$ cat src/common/counter_array_pkg.sv
package counter_array_pkg;

   // Register offsets on the plain port (SFR style byte addresses)
   localparam logic [7:0] ADDR_CTRL_FLAGS = 8'hd8;
   localparam logic [7:0] ADDR_MODE_CFG = 8'hd9;
   localparam logic [7:0] ADDR_MODULE_MODE0 = 8'hda;
   localparam logic [7:0] ADDR_CNT_LOW = 8'he9;
   localparam logic [7:0] ADDR_CNT_HIGH = 8'hf9;
   localparam logic [7:0] ADDR_VALUE_LOW0 = 8'hea;
   localparam logic [7:0] ADDR_VALUE_HIGH0 = 8'hfa;
   localparam logic [7:0] ADDR_IDLE_CTRL = 8'hc8;

   // Counter mode register fields
   localparam int MODE_IRQ_EN_BIT = 0;
   localparam int MODE_SRC_LO_BIT = 1;
   localparam int MODE_WDOG_BIT = 6;
   localparam int MODE_IDLE_BIT = 7;
   localparam logic [7:0] MODE_WRITE_MASK = 8'hc7;
   localparam logic [7:0] MODE_RESET = 8'h00;

   // Control flag register fields
   localparam int CTRL_RUN_BIT = 6;
   localparam int CTRL_ROLL_BIT = 7;
   localparam logic [7:0] CTRL_RESET = 8'h00;

   // Module mode register fields
   localparam int MM_IRQ_BIT = 0;
   localparam int MM_PWM_BIT = 1;
   localparam int MM_TOG_BIT = 2;
   localparam int MM_MAT_BIT = 3;
   localparam int MM_FALL_BIT = 4;
   localparam int MM_RISE_BIT = 5;
   localparam int MM_CMP_BIT = 6;
   localparam logic [7:0] MM_WRITE_MASK = 8'h7f;

   // Prescale divisors
   localparam logic [2:0] DIV_SLOW = 3'h6;
   localparam logic [2:0] DIV_FAST = 3'h2;

   // Count source selection
   typedef enum logic [1:0] {
      SRC_DIV6 = 2'h0,
      SRC_DIV2 = 2'h1,
      SRC_TIMER0 = 2'h2,
      SRC_EXTPIN = 2'h3
   } count_src_e;

   // Plain register port request
   typedef struct packed {
      logic [7:0] addr;
      logic [7:0] wdata;
      logic wr;
      logic rd;
   } reg_req_s;

endpackage

$ cat src/hw/edge_sync.sv
`timescale 1ns/1ps
`default_nettype none
module edge_sync
   import counter_array_pkg::*;
#(
   parameter int WIDTH = 6
) (
   // Clock and reset
   input wire logic mclk,
   input wire logic sys_rst,
   // Raw pins and detected edges
   input wire logic [WIDTH-1:0] pinRaw,
   output logic [WIDTH-1:0] pinLevel,
   output logic [WIDTH-1:0] riseEdge,
   output logic [WIDTH-1:0] fallEdge
);
   logic [WIDTH-1:0] meta_q;
   logic [WIDTH-1:0] sync_q;
   logic [WIDTH-1:0] prev_q;

   // Two-stage synchroniser, then one history stage for edges
   always_ff @(posedge mclk or posedge sys_rst) begin
      if (sys_rst) begin
         meta_q <= '0;
         sync_q <= '0;
         prev_q <= '0;
      end else begin
         meta_q <= pinRaw;
         sync_q <= meta_q;
         prev_q <= sync_q;
      end
   end

   // Each edge seen once because history tracks the synced level
   assign pinLevel = sync_q;
   assign riseEdge = sync_q & ~prev_q;
   assign fallEdge = ~sync_q & prev_q;
endmodule
`default_nettype wire

$ cat src/hw/capture_compare_array.sv
// Strobed register access was decided locally.
`timescale 1ns/1ps
`default_nettype none
// Behaviour
// - One shared free-running 16-bit up counter
// - Source field picks div6, div2, timer0, pin
// - Counter advances only while run bit set
// - Rollover sets sticky flag, software clears
// - Rollover flag raises irq when enabled
// - Module flags set on match or capture
// - All flags share one interrupt request
// - Module mode bit 0 gates its flag into the irq
// - Idle gate bit stops counter during idle
// - Mode bit 6 enables module 4 watchdog
// - Each module owns one port pin
// - Module holds 16-bit capture/compare value
// - Mode bit 6 enables equality comparator
// - Match bit makes match set flag
// - Toggle bit inverts pin on match
// - Falling, rising or both edges capture
// - Pwm bit selects pulse-width output
// - Mode register resets zero, reserved bits zero
// - Capture copies counter into value registers
// - Pwm modules share counter, own duty
// - Toggle output needs compare, match, toggle
module capture_compare_array
   import counter_array_pkg::*;
#(
   parameter int MODULES = 5
) (
   // Clock and reset
   input wire logic mclk,
   input wire logic sys_rst,
   // Register port
   input wire logic [7:0] regAddr,
   input wire logic [7:0] regWdata,
   input wire logic regWr,
   input wire logic regRd,
   output logic [7:0] regRdata,
   // System status
   input wire logic cpuIdle,
   input wire logic timer0Overflow,
   // Port pins: external count pin and module pins
   input wire logic external_count_pin,
   input wire logic [MODULES-1:0] modulePinIn,
   output logic [MODULES-1:0] modulePinOut,
   // Interrupt and watchdog reset request
   output logic irqReq,
   output logic wdogResetReq
);
   reg_req_s req;
   logic [7:0] modeCfg_q;
   logic [7:0] ctrlFlags_q;
   logic [15:0] count_q;
   logic [2:0] prescale_q;
   logic [7:0] moduleMode_q [MODULES];
   logic [15:0] moduleValue_q [MODULES];
   logic [MODULES-1:0] pinOut_q;
   logic irq_q;
   logic wdog_q;
   logic [7:0] rdata_q;
   logic [MODULES:0] pinLevel;
   logic [MODULES:0] riseEdge;
   logic [MODULES:0] fallEdge;
   logic tick;
   logic advance;
   logic [MODULES-1:0] hit;
   logic [MODULES-1:0] capture;
   logic [MODULES-1:0] event_;
   logic prescaleWrap;
   logic [2:0] divisor;
   count_src_e src;

   assign req = '{addr: regAddr, wdata: regWdata, wr: regWr, rd: regRd};
   assign src = count_src_e'(modeCfg_q[MODE_SRC_LO_BIT +: 2]);

   // Capture pins and the count pin share one synchroniser bank
   edge_sync #(
      .WIDTH(MODULES + 1)
   ) u_sync (
      .mclk(mclk),
      .sys_rst(sys_rst),
      .pinRaw({external_count_pin, modulePinIn}),
      .pinLevel(pinLevel),
      .riseEdge(riseEdge),
      .fallEdge(fallEdge)
   );

   // Prescaler runs on every clock whatever source is chosen; the source only picks the divisor
   assign divisor = (src == SRC_DIV6) ? DIV_SLOW : DIV_FAST;
   assign prescaleWrap = (prescale_q == divisor - 3'h1);

   always_ff @(posedge mclk or posedge sys_rst) begin
      if (sys_rst) begin
         prescale_q <= 3'h0;
      end else if (prescaleWrap) begin
         prescale_q <= 3'h0;
      end else begin
         prescale_q <= prescale_q + 3'h1;
      end
   end

   // Count pulse selection; pin rate limit is on the driver side
   always_comb begin
      case (src)
         SRC_DIV6: tick = prescaleWrap;
         SRC_DIV2: tick = prescaleWrap;
         SRC_TIMER0: tick = timer0Overflow;
         SRC_EXTPIN: tick = fallEdge[MODULES];
         default: tick = 1'b0;
      endcase
   end

   // Run bit and idle gate both hold the counter
   assign advance = tick && ctrlFlags_q[CTRL_RUN_BIT]
      && !(modeCfg_q[MODE_IDLE_BIT] && cpuIdle);

   // Shared time base; software may also load it
   always_ff @(posedge mclk or posedge sys_rst) begin
      if (sys_rst) begin
         count_q <= 16'h0000;
      end else if (req.wr && req.addr == ADDR_CNT_LOW) begin
         count_q[7:0] <= req.wdata;
      end else if (req.wr && req.addr == ADDR_CNT_HIGH) begin
         count_q[15:8] <= req.wdata;
      end else if (advance) begin
         count_q <= count_q + 16'h0001;
      end
   end

   // Per-module compare, capture, pin and value logic
   for (genvar m = 0; m < MODULES; m++) begin : g_mod
      logic [7:0] mm;
      assign mm = moduleMode_q[m];
      assign hit[m] = mm[MM_CMP_BIT]
         && (count_q == moduleValue_q[m]);
      assign capture[m] = (mm[MM_RISE_BIT] && riseEdge[m])
         || (mm[MM_FALL_BIT] && fallEdge[m]);
      assign event_[m] = capture[m] || (hit[m] && mm[MM_MAT_BIT]);

      // Mode register; reserved bit 7 never stores
      always_ff @(posedge mclk or posedge sys_rst) begin
         if (sys_rst) begin
            moduleMode_q[m] <= 8'h00;
         end else if (req.wr && req.addr == ADDR_MODULE_MODE0 + 8'(m)) begin
            moduleMode_q[m] <= req.wdata & MM_WRITE_MASK;
         end
      end

      // Value register; hardware capture wins over a same-cycle write
      always_ff @(posedge mclk or posedge sys_rst) begin
         if (sys_rst) begin
            moduleValue_q[m] <= 16'h0000;
         end else if (capture[m]) begin
            moduleValue_q[m] <= count_q;
         end else if (req.wr && req.addr == ADDR_VALUE_LOW0 + 8'(m)) begin
            moduleValue_q[m][7:0] <= req.wdata;
         end else if (req.wr && req.addr == ADDR_VALUE_HIGH0 + 8'(m)) begin
            moduleValue_q[m][15:8] <= req.wdata;
         end
      end

      // Pin drive: pwm compares low bytes, else toggle on match
      always_ff @(posedge mclk or posedge sys_rst) begin
         if (sys_rst) begin
            pinOut_q[m] <= 1'b1;
         end else if (mm[MM_PWM_BIT] && mm[MM_CMP_BIT]) begin
            pinOut_q[m] <= !(count_q[7:0]
               < moduleValue_q[m][7:0]);
         end else if (hit[m] && mm[MM_TOG_BIT] && mm[MM_MAT_BIT]
            && advance) begin
            pinOut_q[m] <= ~pinOut_q[m];
         end
      end
   end

   // Module n sits on port bit 1.(3+n); pin order follows module index
   assign modulePinOut = pinOut_q;

   // Mode register; reserved bits 5..3 forced to zero
   always_ff @(posedge mclk or posedge sys_rst) begin
      if (sys_rst) begin
         modeCfg_q <= MODE_RESET;
      end else if (req.wr && req.addr == ADDR_MODE_CFG) begin
         modeCfg_q <= req.wdata & MODE_WRITE_MASK;
      end
   end

   // Flags: hardware set wins over a software clear in the same cycle
   always_ff @(posedge mclk or posedge sys_rst) begin
      if (sys_rst) begin
         ctrlFlags_q <= CTRL_RESET;
      end else begin
         if (req.wr && req.addr == ADDR_CTRL_FLAGS) begin
            ctrlFlags_q <= {req.wdata[7:6], 1'b0, req.wdata[4:0]};
         end
         if (advance && count_q == 16'hffff) begin
            ctrlFlags_q[CTRL_ROLL_BIT] <= 1'b1;
         end
         for (int i = 0; i < MODULES; i++) begin
            if (event_[i]) begin
               ctrlFlags_q[i] <= 1'b1;
            end
         end
      end
   end

   // One shared request from all gated flags
   always_ff @(posedge mclk or posedge sys_rst) begin
      if (sys_rst) begin
         irq_q <= 1'b0;
      end else begin
         irq_q <= (ctrlFlags_q[CTRL_ROLL_BIT] && modeCfg_q[MODE_IRQ_EN_BIT])
            || |(ctrlFlags_q[MODULES-1:0] & irqMask());
      end
   end

   function automatic logic [MODULES-1:0] irqMask();
      logic [MODULES-1:0] r;
      r = '0;
      for (int i = 0; i < MODULES; i++) begin
         r[i] = moduleMode_q[i][MM_IRQ_BIT];
      end
      return r;
   endfunction

   // Watchdog on the last module: a hit with match set asks for reset
   always_ff @(posedge mclk or posedge sys_rst) begin
      if (sys_rst) begin
         wdog_q <= 1'b0;
      end else begin
         wdog_q <= modeCfg_q[MODE_WDOG_BIT] && hit[MODULES-1]
            && moduleMode_q[MODULES-1][MM_MAT_BIT] && advance;
      end
   end

   // Read port; unmapped addresses return zero
   always_ff @(posedge mclk or posedge sys_rst) begin
      if (sys_rst) begin
         rdata_q <= 8'h00;
      end else if (req.rd) begin
         rdata_q <= 8'h00;
         if (req.addr == ADDR_CTRL_FLAGS) rdata_q <= ctrlFlags_q;
         if (req.addr == ADDR_MODE_CFG) rdata_q <= modeCfg_q;
         if (req.addr == ADDR_CNT_LOW) rdata_q <= count_q[7:0];
         if (req.addr == ADDR_CNT_HIGH) rdata_q <= count_q[15:8];
         for (int i = 0; i < MODULES; i++) begin
            if (req.addr == ADDR_MODULE_MODE0 + 8'(i)) rdata_q <= moduleMode_q[i];
            if (req.addr == ADDR_VALUE_LOW0 + 8'(i)) rdata_q <= moduleValue_q[i][7:0];
            if (req.addr == ADDR_VALUE_HIGH0 + 8'(i)) rdata_q <= moduleValue_q[i][15:8];
         end
      end else begin
         rdata_q <= 8'h00;
      end
   end

   assign regRdata = rdata_q;
   assign irqReq = irq_q;
   assign wdogResetReq = wdog_q;

   // Rollover flag follows a wrapping advance within one cycle
   chk_rollover_sets: assert property (@(posedge mclk) disable iff (sys_rst)
      advance && count_q == 16'hffff |=> ctrlFlags_q[CTRL_ROLL_BIT])
      else $error("rollover flag not set");
   chk_count_holds: assert property (@(posedge mclk) disable iff (sys_rst)
      !ctrlFlags_q[CTRL_RUN_BIT] && !(req.wr) |=> $stable(count_q))
      else $error("counter moved while stopped");
   chk_idle_gate: assert property (@(posedge mclk) disable iff (sys_rst)
      modeCfg_q[MODE_IDLE_BIT] && cpuIdle && !req.wr |=> $stable(count_q))
      else $error("counter ran in idle");
   chk_capture_value: assert property (@(posedge mclk) disable iff (sys_rst)
      capture[0] |=> moduleValue_q[0] == $past(count_q))
      else $error("capture value wrong");
   chk_event_flag: assert property (@(posedge mclk) disable iff (sys_rst)
      event_[1] |=> ctrlFlags_q[1])
      else $error("module flag not set");
   chk_irq_gate: assert property (@(posedge mclk) disable iff (sys_rst)
      ctrlFlags_q[CTRL_ROLL_BIT] && modeCfg_q[MODE_IRQ_EN_BIT] |=> irqReq)
      else $error("overflow irq missing");
   chk_irq_quiet: assert property (@(posedge mclk) disable iff (sys_rst)
      ctrlFlags_q == 8'h00 |=> !irqReq)
      else $error("irq without flag");
   chk_mode_reserved: assert property (@(posedge mclk) disable iff (sys_rst)
      modeCfg_q[5:3] == 3'h0)
      else $error("reserved mode bits set");
endmodule
`default_nettype wire

$ cat config.mk
export PLATFORM = sky130hd
export DESIGN_NAME = capture_compare_array
export DESIGN_NICKNAME = d
export VERILOG_FILES = /design/src/common/counter_array_pkg.sv /design/src/hw/edge_sync.sv /design/src/hw/capture_compare_array.sv
export SDC_FILE = /design/constraint.sdc
export NUM_CORES = 1
export LEC_CHECK = 0
export ABC_AREA = 1
export CAP_MARGIN = 15
export CORE_ASPECT_RATIO = 0.9
export CORE_MARGIN = 2
export CORE_UTILIZATION = 60
export CTS_BUF_LIST = sky130_fd_sc_hd__clkbuf_16
export DETAILED_ROUTE_END_ITERATION = 6
export DONT_BUFFER_PORTS = 1
export GPL_TIMING_DRIVEN = 0
export MAX_ROUTING_LAYER = met4
export PLACE_DENSITY = 0.8
export SYNTH_ARGS = -nofsm -noshare
export SYNTH_HDL_FRONTEND = slang
export SYNTH_SLANG_ARGS = --single-unit
export TNS_END_PERCENT = 100
$ cat constraint.sdc
create_clock -name mclk -period 7.7 [get_ports mclk]
set_input_delay 1.54 -clock mclk [delete_from_list [all_inputs] [get_ports mclk]]
set_output_delay 1.54 -clock mclk [all_outputs]
set_load 0.05 [all_outputs]
==> flow_summary_export.csv <==
group,metric,value,unit
yosys,synth_compound_area_share,18.0,%
critical_path,cp-start-kind,"input pin",
critical_path,end_kind,"flop",
critical_path,cp_num_cells,5,
detailed_routing,totalWireLength,37.7,mm
yosys,synthCells,1362,
clock_network,path_clk_slew,0.07,ns
clock_network,post_cts_buffers,0,
timing,period_needed,3.70,ns
yosys,synth_area,0.0107,sq mm
clock_network,clk_latency,0.46,ns
critical_path,r2r-end,"count_q[14]",
timing,worst_pin_slew,1.20,ns
global_routing,antenna_found_initial,1,
global_routing,grt.overflow.total,0,
yosys,syn_avg_cell_area,7.86,sq um
detailed_routing,first_iter_violations,1722,
run_status,status,"complete, no violations",
yosys,synth_fa_ha_area_share,4.79,%
yosys,seq_area_frac_synth,41.9,%
global_routing,grt_pass1_wl,56.0,mm
hold_path,hold_path_class,"flop to flop",
clock_network,ctsResizeCount,0,
clock_network,ctsHoldBuffers,0,
yosys,synth-edff-count,0,
clock_network,clock-root-buffer,"clkbuf_16",
clock_network,cts_tree,"yes",
critical_path,worstReg2RegStart,"count_q[1]",
detailed_routing,ant_nets,0,
floorplanning,fp-row-count,46,
hold_path,hold_start,"u_sync.meta_q[3]",
timing,timing.final.crit_share,48.0,%
yosys,yosys_warnings,0,
timing,setup_viol,0,
cells_and_area,syn2layout_area_growth,8.17,%
floorplanning,ios,43,
yosys,synthSimpleGateAreaFrac,23.0,%
timing,fin_tns_setup,0,ns
cells_and_area,fin_nets,1451,
detailed_routing,firstDrtPassIters,7,
global_routing,grt_pass1_vias,9553,
timing,relSlewSlack,20.2,%
timing,rsz0062_at_grt,"false",
yosys,synthFlopType,"dfrtp_1",
placement,gp_congestion,1.06,
floorplanning,start_util,61.0,%
timing,hold_violations,0,
global_routing,grt_usage,42.5,%
timing,worst_clock_skew,0.0112,ns
yosys,synth_nets,1431,
power_and_ir_drop,sw_frac_of_total,38.5,%
global_routing,grt_max_degree,113,
clock_network,clock_sinks,179,
power_and_ir_drop,combPwrFrac,27.6,%
yosys,synthMuxAreaShare,0,%
timing,hold_slack,0.350,ns
detailed_routing,vias,10246,
clock_network,htree_levels,4,
critical_path,ff2ff_path_depth,11,
cells_and_area,drive_above_1_share,8.17,%
yosys,synth_cell_types,53,
critical_path,cp_top_family,"buffers and inverters",
critical_path,reg2reg_slack,4.71,ns
critical_path,slowest_stage,"o21ai_0",
placement,portBuffers,0,
timing,fin_ws,4.00,ns
power_and_ir_drop,internal_power,0.00175,W
critical_path,crit_start,"regWr",
yosys,synth_xor_area_share,3.93,%
placement,dpl.hpwl,26.1,mm
yosys,async_flop_share,100,%
power_and_ir_drop,power_frac_seq,43.2,%
critical_path,critPathBufInv,3,
clock_network,cts_made_buffers,17,
detailed_routing,wl_per_cell,23.0,microns
floorplanning,die_h,131,microns
timing,timing.fmax,270,MHz
critical_path,crit_chain,"clkbuf_1 -> inv_1 -> clkbuf_1 -> o21ai_0 -> o21ai_0",
yosys,synth_top_family_by_area,"simple AND/OR/NAND/NOR gates",
critical_path,required,7.99,ns
flow_run,maxCapViolCount,0,
clock_network,cts_buffer_depth,2,
floorplanning,fp.dieW,145,microns
yosys,ys_ff_latch,179,
timing,drv_slew,0,
detailed_routing,vias_per_cell,6.26,
critical_path,crit_fanout,10,
power_and_ir_drop,peakVddDrop,0.203,mV
critical_path,cp.arrival,3.99,ns
power_and_ir_drop,p_switching,0.00109,W
critical_path,crit_type,"input pin to flop",
power_and_ir_drop,clockPowerShare,29.2,%
power_and_ir_drop,power_density,246,mW/mm^2
placement,pre_cts_slack,3.69,ns
critical_path,max_stage_delay,0.85,ns
detailed_routing,route.detailed.drc,0,
power_and_ir_drop,leakage,5.37,nW
floorplanning,die_area,0.0189,sq mm
critical_path,crit_end,"moduleValue_q[38]",
floorplanning,core,0.0176,sq mm
-- cells in the mapped netlist (2+ instances only) --
library cell | instances | share of area (%)
dfstp_2 | 5 | 1.2
buf_4 | 5 | 0.35
o21ai_0 | 129 | 6.0
nand2_2 | 2 | 0.12
a21o_1 | 2 | 0.14
nor2_8 | 2 | 0.37
nor2_2 | 12 | 0.70
nor3_2 | 3 | 0.28
nand4_1 | 11 | 0.64
or2_2 | 14 | 0.82
a221oi_1 | 7 | 0.57
o21a_1 | 4 | 0.28
buf_2 | 13 | 0.61
buf_1 | 4 | 0.14
inv_2 | 12 | 0.42
nor3_4 | 3 | 0.46
o221ai_1 | 13 | 1.1
xor2_1 | 40 | 3.3
nand3_1 | 63 | 2.9
clkbuf_1 | 30 | 1.1
nor4_1 | 6 | 0.35
nor2_4 | 5 | 0.53
o21ai_1 | 4 | 0.19
inv_1 | 162 | 5.7
nor2_1 | 103 | 3.6
dfrtp_1 | 174 | 41
a211oi_1 | 9 | 0.63
o21bai_1 | 7 | 0.49
nor3b_1 | 2 | 0.14
nand3b_1 | 2 | 0.14
ha_1 | 41 | 4.8
nand2_1 | 310 | 11
or4_1 | 2 | 0.14
o2111ai_1 | 3 | 0.25
o22ai_1 | 8 | 0.47
o211ai_1 | 4 | 0.28
xnor2_1 | 8 | 0.65
or2_0 | 4 | 0.23
a22oi_1 | 72 | 5.0
a21oi_1 | 42 | 2.0
o221a_2 | 2 | 0.21
nor3_1 | 7 | 0.33
-- area by class of cell --
class / instances / area [sq um]
Tap cell: 240 / 300
Timing Repair Buffer: 1 / 27.5
Sequential cell: 179 / 4490
Fill cell: 1539 / 5980
Clock buffer: 17 / 425
Buffer: 52 / 230
Multi-Input combinational cell: 955 / 5330
Clock inverter: 15 / 111
Antenna cell: 1 / 2.50
Inverter: 176 / 671
-- metal layers --
metal | vias to the layer above | part of all wire (%) | track usage, %
li1 | 4594 | - | -
met1 | 4723 | 39 | 55.9
met2 | 745 | 41 | 58.4
met3 | 184 | 15 | 15.3
met4 | 0 | 5.8 | 20.1
met5 | - | 0 | -
-- logic make-up after synthesis --
logic type,count (synthesis)
adder cells (fa/ha/maj),41
XOR/XNOR,48
AND/OR/NAND/NOR,555
buffers and inverters,228
flip-flops,179
AO/OA/AOI/OAI,311
-- worst register-to-register path, stage by stage, from the launching register on --
cell and delay [ns]:
dfrtp_1 0.99, ha_1 0.35, nand3_1 0.15, nor3_2 0.24
nand3_1 0.16, nor2_2 0.14, nand2_1 0.11, nor3_2 0.19
nand3_1 0.12, nor2_1 0.18, nor2_1 0.06, o22a_1 0.19
-- worst min-delay path by stage --
| stage | to | depth (start not counted) |
|---|---|---|
| after CTS | u_sync.pinLevel[3] | 0 |
| after floorplan | u_sync.pinLevel[0] | 0 |
| after global routing | u_sync.pinLevel[3] | 0 |
| final | u_sync.pinLevel[3] | 0 |
| after global placement | u_sync.pinLevel[4] | 0 |
| after detailed placement | u_sync.pinLevel[3] | 0 |
-- flip-flops by register name, summed over array words and instances (netlist names), 3 cells and up --
signal           cells
moduleValue_q       80
g_mod.mm            35
count_q             16
regRdata             8
ctrlFlags_q          7
u_sync.meta_q        6
u_sync.pinLevel      6
u_sync.prev_q        6
modeCfg_q            5
modulePinOut         5
prescale_q           3
-- cells in the final DEF (no fill, tap or decap), types with 5 or more instances in the layout --
cell type	count
nor2_1	103
buf_4	5
inv_1	163
a221oi_1	7
or2_2	14
a22oi_1	72
inv_2	12
o21bai_1	7
dfstp_2	5
xnor2_1	8
nand2_1	310
o22ai_1	8
nor2_2	12
clkbuf_1	30
xor2_1	40
ha_1	41
o21ai_0	129
nor3_1	7
nand4_1	11
a211oi_1	9
clkbuf_16	17
nand3_1	63
nor4_1	6
a21oi_1	42
nor2_4	5
dfrtp_1	174
o221ai_1	13
buf_2	13
-- power groups by stage --
stage | Combinational [W] | Clock [W] | Sequential (W)
5_1_grt | 0.000854 | 0.000859 | 0.00123
4_1_cts | 0.000760 | 0.000825 | 0.00122
2_1_floorplan | 0.000532 | 0 | 0.00117
3_3_place_gp | 0.000723 | 0 | 0.00123
3_5_place_dp | 0.000749 | 0 | 0.00123
6_report | 0.000784 | 0.000832 | 0.00123
-- through the flow --
step	instances	power, W	instance area (sq um)	utilization [%]
after global routing	1636	0.00295	11600	66.0
after global placement	1602	0.00195	11000	62.7
after detailed placement	1603	0.00198	11000	62.9
final	1636	0.00284	11600	66.0
after floorplan	1362	0.00171	10700	-
after CTS	1635	0.00280	11600	65.9
Power figures use the tool's default switching activity.
